$ cat config.mk
export PLATFORM = sky130hd
export DESIGN_NAME = bwbt_top
export DESIGN_NICKNAME = d
export VERILOG_FILES = /design/src/logic/bwbt_pkg.sv /design/src/logic/bwbt_top.sv
export VERILOG_INCLUDE_DIRS = /design/src /design/src/logic
export SDC_FILE = /design/constraint.sdc
export NUM_CORES = 1
export LEC_CHECK = 0
export BUFFER_PORTS_ARGS = -buffer_cell sky130_fd_sc_hd__buf_2
export CAP_MARGIN = 10
export CORE_MARGIN = 3
export CORE_UTILIZATION = 30
export DETAILED_ROUTE_END_ITERATION = 8
export PLACE_DENSITY = 0.52
export SLEW_MARGIN = 10
export SYNTH_ARGS = -nofsm -noshare
export SYNTH_HDL_FRONTEND = slang
export SYNTH_SLANG_ARGS = --single-unit
$ cat constraint.sdc
create_clock -name sys_clk -period 3.2 [get_ports sys_clk]
set_input_delay 0.16 -clock sys_clk [delete_from_list [all_inputs] [get_ports sys_clk]]
set_output_delay 0.16 -clock sys_clk [all_outputs]
set_load 0.01 [all_outputs]
$ cat src/logic/bwbt_params.svh
`ifndef BWBT_PARAMS_SVH
`define BWBT_PARAMS_SVH

`define BWBT_OFF_LUT_BASE     8'h60
`define BWBT_OFF_DN1_XLAT     8'h98
`define BWBT_OFF_UP0_XLAT     8'ha4
`define BWBT_LUT_LOW_BIT      14
`define BWBT_LUT_SIZE_MAX     4'hf
`define BWBT_PREF_BIT         3
`define BWBT_XLAT_LOW_BIT     6
`define BWBT_RESET_WORD       32'h0000_0000
`define BWBT_XLAT_RSVD_MASK   32'hffff_ffc0

`endif

$ cat src/logic/bwbt_pkg.sv
package bwbt_pkg;

	typedef logic [31:0] bwbt_word_t;

	typedef enum logic [3:0] {
		BWBT_SEL_NONE = 4'b0001,
		BWBT_SEL_LUT  = 4'b0010,
		BWBT_SEL_DN1  = 4'b0100,
		BWBT_SEL_UP0  = 4'b1000
	} bwbt_sel_e;

endpackage : bwbt_pkg

$ cat src/logic/bwbt_top.sv
`timescale 1ns/1ps
`include "bwbt_params.svh"

module bwbt_top (
	input  wire logic                sys_clk,
	input  wire logic                rstn,
	input  wire logic [7:0]          cfg_addr,
	input  wire logic                cfg_wr,
	input  wire logic                cfg_rd,
	input  wire logic [3:0]          cfg_be,
	input  wire bwbt_pkg::bwbt_word_t cfg_wdata,
	output bwbt_pkg::bwbt_word_t     cfg_rdata,
	output logic                     cfg_rvalid,
	input  wire logic [3:0]          window_size_sel,
	input  wire logic [31:6]         dn1_setup_mask,
	input  wire logic [31:6]         up0_setup_mask,
	input  wire logic [31:6]         dn1_bar_base,
	input  wire logic [31:6]         up0_bar_base,
	input  wire logic                dn_req_valid,
	input  wire bwbt_pkg::bwbt_word_t dn_req_addr,
	input  wire logic                up_req_valid,
	input  wire bwbt_pkg::bwbt_word_t up_req_addr,
	input  wire logic                up_page_nonpref,
	output logic                     dn_xlat_valid,
	output logic                     dn_xlat_hit,
	output bwbt_pkg::bwbt_word_t     dn_xlat_addr,
	output logic                     up_xlat_valid,
	output logic                     up_io_hit,
	output logic                     up_lut_hit,
	output logic                     up_lut_prefetch,
	output bwbt_pkg::bwbt_word_t     up_xlat_addr,
	output logic                     lut_window_en
);

	bwbt_pkg::bwbt_word_t lut_base_q;
	bwbt_pkg::bwbt_word_t dn1_xlat_q;
	bwbt_pkg::bwbt_word_t up0_xlat_q;
	bwbt_pkg::bwbt_word_t lut_mask;
	bwbt_pkg::bwbt_word_t dn1_mask;
	bwbt_pkg::bwbt_word_t up0_mask;
	bwbt_pkg::bwbt_word_t be_mask;
	bwbt_pkg::bwbt_word_t lut_read;
	bwbt_pkg::bwbt_word_t rdata_d;
	bwbt_pkg::bwbt_sel_e  sel;
	logic                 lut_en;
	logic                 dn_hit;
	logic                 up0_hit;
	logic                 lut_hit;
	logic                 up_lut_sel;
	bwbt_pkg::bwbt_word_t dn_diff;
	bwbt_pkg::bwbt_word_t up0_diff;
	bwbt_pkg::bwbt_word_t lut_diff;
	bwbt_pkg::bwbt_word_t dn_xlat_d;
	bwbt_pkg::bwbt_word_t up_xlat_d;

	assign lut_en = (window_size_sel != 4'h0);

	// Writable window bits: bit i writable when size code is nonzero and i >= 13 + size code
	genvar gi;
	generate
		for (gi = 0; gi < 32; gi++) begin : g_mask
			if (gi < `BWBT_LUT_LOW_BIT) begin : g_low
				assign lut_mask[gi] = 1'b0;
			end else begin : g_high
				assign lut_mask[gi] = lut_en
					&& (6'(gi) >= (6'h0d + {2'b00, window_size_sel}));
			end
			if (gi < `BWBT_XLAT_LOW_BIT) begin : g_xl
				assign dn1_mask[gi] = 1'b0;
				assign up0_mask[gi] = 1'b0;
			end else begin : g_xh
				assign dn1_mask[gi] = dn1_setup_mask[gi];
				assign up0_mask[gi] = up0_setup_mask[gi];
			end
			assign be_mask[gi] = cfg_be[gi / 8];
		end
	endgenerate

	// Address decode
	always_comb begin
		if (cfg_addr == `BWBT_OFF_LUT_BASE) begin
			sel = bwbt_pkg::BWBT_SEL_LUT;
		end else if (cfg_addr == `BWBT_OFF_DN1_XLAT) begin
			sel = bwbt_pkg::BWBT_SEL_DN1;
		end else if (cfg_addr == `BWBT_OFF_UP0_XLAT) begin
			sel = bwbt_pkg::BWBT_SEL_UP0;
		end else begin
			sel = bwbt_pkg::BWBT_SEL_NONE;
		end
	end

	// Lookup window base: bits 2:0 stay zero, bit 3 shows enable
	always_comb begin
		lut_read = lut_base_q & lut_mask;
		lut_read[2:0] = 3'b000;
		lut_read[`BWBT_PREF_BIT] = lut_en;
	end

	// Lookup window base store; bits outside the window are dropped
	always_ff @(posedge sys_clk) begin
		if (!rstn) begin
			lut_base_q <= `BWBT_RESET_WORD;
		end else if (cfg_wr && sel == bwbt_pkg::BWBT_SEL_LUT) begin
			lut_base_q <= ((lut_base_q & ~be_mask) | (cfg_wdata & be_mask))
				& lut_mask;
		end else begin
			lut_base_q <= lut_base_q & lut_mask;
		end
	end

	// All of bits 31:6 store and read back, used or not
	always_ff @(posedge sys_clk) begin
		if (!rstn) begin
			dn1_xlat_q <= `BWBT_RESET_WORD;
		end else if (cfg_wr && sel == bwbt_pkg::BWBT_SEL_DN1) begin
			dn1_xlat_q <= (dn1_xlat_q & ~be_mask)
				| (cfg_wdata & be_mask & `BWBT_XLAT_RSVD_MASK);
		end
	end

	always_ff @(posedge sys_clk) begin
		if (!rstn) begin
			up0_xlat_q <= `BWBT_RESET_WORD;
		end else if (cfg_wr && sel == bwbt_pkg::BWBT_SEL_UP0) begin
			up0_xlat_q <= (up0_xlat_q & ~be_mask)
				| (cfg_wdata & be_mask & `BWBT_XLAT_RSVD_MASK);
		end
	end

	// Read data; unmapped offsets read zero
	always_comb begin
		case (sel)
			bwbt_pkg::BWBT_SEL_LUT: rdata_d = lut_read;
			bwbt_pkg::BWBT_SEL_DN1: rdata_d = dn1_xlat_q;
			bwbt_pkg::BWBT_SEL_UP0: rdata_d = up0_xlat_q;
			default:                rdata_d = `BWBT_RESET_WORD;
		endcase
	end

	always_ff @(posedge sys_clk) begin
		if (!rstn) begin
			cfg_rdata  <= `BWBT_RESET_WORD;
			cfg_rvalid <= 1'b0;
		end else begin
			cfg_rvalid <= cfg_rd;
			if (cfg_rd) begin
				cfg_rdata <= rdata_d;
			end
		end
	end

	// Address bits that differ from each window base, inside the window mask
	always_comb begin
		dn_diff  = (dn_req_addr ^ {dn1_bar_base, 6'h00}) & dn1_mask;
		up0_diff = (up_req_addr ^ {up0_bar_base, 6'h00}) & up0_mask;
		lut_diff = (up_req_addr ^ lut_base_q) & lut_mask;
	end

	// Window hit checks on the writable base bits; an empty mask never hits
	always_comb begin
		dn_hit     = (dn1_mask != `BWBT_RESET_WORD)
			&& (dn_diff == `BWBT_RESET_WORD);
		up0_hit    = (up0_mask != `BWBT_RESET_WORD)
			&& (up0_diff == `BWBT_RESET_WORD);
		lut_hit    = lut_en && (lut_diff == `BWBT_RESET_WORD);
		up_lut_sel = lut_hit && !up0_hit;
	end

	// Next translated addresses, worked out even on a miss
	always_comb begin
		dn_xlat_d = (dn1_xlat_q & dn1_mask) | (dn_req_addr & ~dn1_mask);
		if (up_lut_sel) begin
			up_xlat_d = up_req_addr & ~lut_mask;
		end else begin
			up_xlat_d = (up0_xlat_q & up0_mask) | (up_req_addr & ~up0_mask);
		end
	end

	// Downstream direct substitution
	always_ff @(posedge sys_clk) begin
		if (!rstn) begin
			dn_xlat_valid <= 1'b0;
			dn_xlat_hit   <= 1'b0;
			dn_xlat_addr  <= `BWBT_RESET_WORD;
		end else begin
			dn_xlat_valid <= dn_req_valid;
			dn_xlat_hit   <= dn_req_valid && dn_hit;
			if (dn_req_valid) begin
				dn_xlat_addr <= dn_xlat_d;
			end
		end
	end

	// Upstream: direct window or table window offset
	always_ff @(posedge sys_clk) begin
		if (!rstn) begin
			up_xlat_valid   <= 1'b0;
			up_io_hit       <= 1'b0;
			up_lut_hit      <= 1'b0;
			up_lut_prefetch <= 1'b0;
			up_xlat_addr    <= `BWBT_RESET_WORD;
		end else begin
			up_xlat_valid   <= up_req_valid;
			up_io_hit       <= up_req_valid && up0_hit;
			up_lut_hit      <= up_req_valid && up_lut_sel;
			up_lut_prefetch <= up_req_valid && up_lut_sel && !up_page_nonpref;
			if (up_req_valid) begin
				up_xlat_addr <= up_xlat_d;
			end
		end
	end

	// Window enable, one cycle behind the page-size setting
	always_ff @(posedge sys_clk) begin
		if (!rstn) begin
			lut_window_en <= 1'b0;
		end else begin
			lut_window_en <= lut_en;
		end
	end

endmodule : bwbt_top

### Word level (Yosys, flattened, before mapping)

Cells that the tools add are included.

* flip-flop bits (word level): 200
* output and inout bits: 104
* logic and storage cells: 108

* add/subtract/negate cells: 1
* magnitude comparators: 18
* equality and inequality tests: 6
* mux-type cells: 6
* bitwise logic cells: 26
* reduce and logical (&&, ||, !) cells: 37

Operators by type and width (number)
* bitwise AND 32 bit: 14
* OR 32 bit: 5
* inverter 32 bit: 4
* logical NOT 32 bit: 3
* case mux 32 bit (3 select lines): 1
* XOR 32 bit: 3
* >= comparator 5 x 6 -> 1 bit (first input constant): 15
* 2-to-1 mux 32 bit: 2
* nonzero test 32 bit: 2
* logical AND 1 bit: 29
* == test 8 bit (second input constant): 2
* >= comparator 4 x 6 -> 1 bit (first input constant): 2
* 2-to-1 mux 4 bit: 3
* == test 8 x 7 -> 1 bit (second input constant): 1
* adder 4 x 4 -> 5 bit (first input constant): 1
* >= comparator 5 bit (first input constant): 1
* == test 4 x 2 -> 1 bit (second input constant): 1
* == test 4 x 3 -> 1 bit (second input constant): 1
* == test 4 bit (second input constant): 1
* nonzero test 4 bit: 1
* logical NOT 1 bit: 2

### Logic depth before layout (Yosys ltp)

* word-level depth: 9
* gate-level depth with buffers: 12
* depth with buffers taken out: 9

### Worst setup path after synthesis

Ideal clock, no wire load.

* path kind: in2reg
* start: input port window_size_sel[1]
* end: register up_xlat_addr[28]
* arrival: 2.174 ns
* required time: 3.056 ns
* path slack: 0.882 ns
* cell stages on the path: 12
* cells stage by stage: inv_1 -> ha_1 -> nand2b_1 -> clkbuf_2 -> o21a_1 -> o211ai_2 -> o22ai_1 -> or4_1 -> buf_2 -> buf_2 -> o21ai_0 -> a31oi_1

* word-level cells in the longest chain between the ends: 8
* elaborated cells on any way between the ends: 45

RTL lines
* from (decl): RTL line bwbt_top.sv:14 `input wire logic [3:0] window_size_sel,`
* adder 4 x 4 -> 5 bit: RTL line bwbt_top.sv:66 `&& (6'(gi) >= (6'h0d + {2'b00, window_size_sel}));`
* >= comparator 4 x 6 -> 1 bit (tied with other cells): RTL line bwbt_top.sv:66
* logical AND 1 bit: RTL line bwbt_top.sv:66
* bitwise AND 32 bit: RTL line bwbt_top.sv:156 `lut_diff = (up_req_addr ^ lut_base_q) & lut_mask;`
* logical NOT 32 bit (no line)
* logical AND 1 bit: RTL line bwbt_top.sv:165 `` lut_hit = lut_en && (lut_diff == `BWBT_RESET_WORD); ``
* logical AND 1 bit: RTL line bwbt_top.sv:166 `up_lut_sel = lut_hit && !up0_hit;`
* 2-to-1 mux 32 bit (*): RTL line bwbt_top.sv:172 `if (up_lut_sel) begin`
* to (signal assigned): RTL line bwbt_top.sv:201 `` up_xlat_addr <= `BWBT_RESET_WORD; ``
* to (signal assigned): RTL line bwbt_top.sv:208 `up_xlat_addr <= up_xlat_d;`
* to (decl): RTL line bwbt_top.sv:31 `output bwbt_pkg::bwbt_word_t up_xlat_addr,`

Every way passes the cells marked *; elsewhere a longest branch is shown, timed or not.
A chain may end at the register's enable or synchronous reset.

### Worst setup path after layout

* start: input port window_size_sel[0]
* end: register up_xlat_addr[8]

* word-level cells in the longest chain between the ends: 8
* elaborated cells on any way between the ends: 43

RTL lines (RTL line)
* adder 4 x 4 -> 5 bit: bwbt_top.sv:66
* >= comparator 4 x 6 -> 1 bit (tied with other cells): bwbt_top.sv:66
* logical AND 1 bit: bwbt_top.sv:66
* bitwise AND 32 bit: bwbt_top.sv:156
* logical NOT 32 bit (no line)
* logical AND 1 bit (*): bwbt_top.sv:165
* logical AND 1 bit (*): bwbt_top.sv:166
* 2-to-1 mux 32 bit (*): bwbt_top.sv:172

Marked as above.

==> results.py <==
metrics = {
    "run_status": {
        "status": "complete, no violations",
    },
    "placement": {
        "dp_cells": 1732,
        "gp_congestion": 0.9309,
        "dp_worst_setup_slack_ps": 253.9,
        "port_buffers": 320,
        "dpl.hpwl_mm": 32.17,
    },
    "critical_path": {
        "critPathKind": "in2reg",
        "crit_fanout": 11,
        "path_cells": "buf_2 -> inv_1 -> ha_1 -> nor2b_1 -> nand2_1 -> a21oi_1 -> o22ai_1 -> or4_1 -> buf_4 -> nor4_1 -> nor3_1",
        "crit_required_ps": 3510,
        "critPathLaunchType": "primary input",
        "critPathSlowestCell": "or4_1",
        "end_kind": "flop",
        "r2r_slack_ps": 800,
        "worst_ep_arrival_time_ps": 2910,
        "max_stage_delay_ps": 700,
    },
    "sta": {
        "max_freq_mhz": 385.3,
        "slew_viol_final": 0,
        "tns_ps": 0,
        "finalWorstSetupSlack_ps": 604.3,
        "clock_skew_ps": 15.96,
        "hold_ws_ps": 17.21,
        "finalHoldViolCount": 0,
        "timing.final.crit_share_pct": 81.12,
        "finalSetupViolations": 0,
        "tightest_slew_ps": 768.8,
        "fin_crit_ps": 2596,
        "grt_setup_unrepaired": "false",
        "relSlewSlack_pct": 48.74,
    },
    "drt": {
        "drc": 0,
        "drt-vias-per-instance": 5.358,
        "drt_iter0_markers": 648,
        "routed_wl_mm": 40.72,
        "drt-pass1-iter-count": 5,
        "antenna_left": 0,
        "wl_per_cell_um": 22.75,
        "vias": 9590,
    },
    "grt": {
        "grt_max_degree": 70,
        "grt_pass1_vias": 9209,
        "grt_overflow": 0,
        "grt_pass1_wl_mm": 58.79,
        "grt_usage_pct": 23.19,
        "antenna_found_initial": 1,
    },
    "die": {
        "rows": 64,
        "die_area_um2": 33640,
        "dieHeight_um": 183.4,
        "fp.dieW_um": 183.4,
        "core-area_um2": 30830,
        "ios": 327,
        "initial_core_util_pct": 30.62,
    },
    "final_layout": {
        "layout_common_cells": "buf_2, dfxtp_1, nor2_1, mux2i_1, xor2_1",
        "finalNetCount": 1606,
        "drive_above_1_share_pct": 29.81,
        "final_common_cell": "buf_2",
        "final_cells": 1790,
        "synthToLayoutAreaGrowth_pct": 31.14,
        "fill_cells": 3201,
    },
    "logic_synthesis": {
        "synth_area_um2": 9442,
        "synth_flop_cell": "dfxtp_1",
        "ys_types": 71,
        "async_reset_ff_share_pct": 0,
        "ys_ff_latch": 186,
        "syn_nets": 1275,
        "yosysTopAreaCell": "dfxtp_1",
        "seq_area_frac_synth_pct": 39.44,
        "synth-edff-count": 0,
        "postSynthCellCount": 1048,
        "synth_top_area_share_pct": 39.44,
        "synth_warnings": 0,
        "synth.area.top_cells": "dfxtp_1, mux2i_1, nor2_1",
        "syn_avg_cell_area_um2": 9.009,
    },
    "clock_tree": {
        "postCtsSetupBuffers": 0,
        "clock_latency_ps": 440,
        "cts_tree": "yes",
        "clock-sinks": 186,
        "hold_buffers": 24,
        "clk_pin_slew_ps": 80,
        "cts-buffers-inserted": 17,
        "cts_resized": 0,
        "clockRootBuffer": "clkbuf_16",
        "htreeDepth": 4,
        "cts_buffer_depth": 2,
    },
    "power": {
        "p_leak_nw": 5.839,
        "cellPowerDensity_nw_per_um2": 439.5,
        "swShare_pct": 30.17,
        "clock_power_share_pct": 39.8,
        "p_seq_share_pct": 44.2,
        "internal_power_w": 0.003800,
        "p_comb_share_pct": 16.0,
        "ir_worst_vdd_mv": 0.3249,
        "p_switching_w": 0.001642,
    },
    "flow_run": {
        "maxCapViolCount": 0,
    },
    "worst_hold_path": {
        "hold_class": "in2reg",
    },
}
[worst paths after layout]
| check | depth (start not counted) | start | end |
|---|---|---|---|
| max reg2reg | 8 | lut_base_q[18]$_SDFF_PN0_ | up_xlat_addr[15]$_SDFFE_PN0P_ |
| max | 11 | window_size_sel[0] | up_xlat_addr[8]$_SDFFE_PN0P_ |
| min | 3 | cfg_wdata[19] | flop |
| min reg2reg | 2 | up_xlat_addr[31]$_SDFFE_PN0P_ | up_xlat_addr[31]$_SDFFE_PN0P_ |
[critical path, delay by kind of cell]
kind            cells  cell delay (ps)
simple gates        5             1480
buf+inv             3              520
fa+ha+maj           1              420
compound gates      2              320
[layout make-up]
| class | count | area (um2) | area share (%) |
|---|---|---|---|
| clock inverter | 14 | 151.4 | 1.223 |
| clock buffer | 18 | 439.2 | 3.547 |
| sequential | 186 | 3724 | 30.07 |
| inverter | 11 | 43.79 | 0.3537 |
| antenna | 2 | 5.005 | 0.04042 |
| tap | 396 | 495.5 | 4.002 |
| multi-input combinational | 780 | 5364 | 43.32 |
| timing repair buffer | 383 | 2160 | 17.44 |
[layer usage]
layer / vias up / global-route usage (%) / wire, um
met1: 4587 / 29.89 / 17320
met2: 417 / 39.95 / 19860
met5: - / 0 / 13
li1: 4539 / - / -
met3: 45 / 4.066 / 2658
met4: 2 / 6.459 / 877
[through the flow]
stage / area, um2 / util, % / total power [W]
6_report: 12380 / 40.16 / 0.005442
3_3_place_gp: 11550 / 37.45 / 0.003299
2_1_floorplan: 9442 / - / 0.002858
3_5_place_dp: 11550 / 37.45 / 0.003301
4_1_cts: 12380 / 40.15 / 0.005495
5_1_grt: 12380 / 40.15 / 0.005659
[logic make-up after synthesis]
family / Yosys count / synth area share, %
AO/OA/AOI/OAI: 229 / 18.02
adder cells (fa/ha/maj): 4 / 0.5301
buffers and inverters: 82 / 3.896
multiplexers: 127 / 13.48
flip-flops: 186 / 39.44
XOR/XNOR: 70 / 6.494
AND/OR/NAND/NOR: 350 / 18.14
[synth_stat cells (22+ instances only)]
master and n:
dfxtp_1 186, nor2_1 163, mux2i_1 126, xor2_1 62, a21oi_1 46, clkbuf_1 45
nor3_1 41, nand2_1 30, a211oi_1 29, a22oi_1 27, a221oi_1 26, nand3_1 25
nor4_1 22
[power by group through the flow]
stage	Sequential (W)	Clock (W)	Combinational (W)
after floorplan	0.00249	0	0.000372
after global placement	0.00246	0	0.000841
after detailed placement	0.00246	0	0.000843
after CTS	0.00240	0.00222	0.000871
after global routing	0.00241	0.00231	0.000940
final	0.00241	0.00217	0.000871
Note: power is estimated with default switching activity, not from simulation.
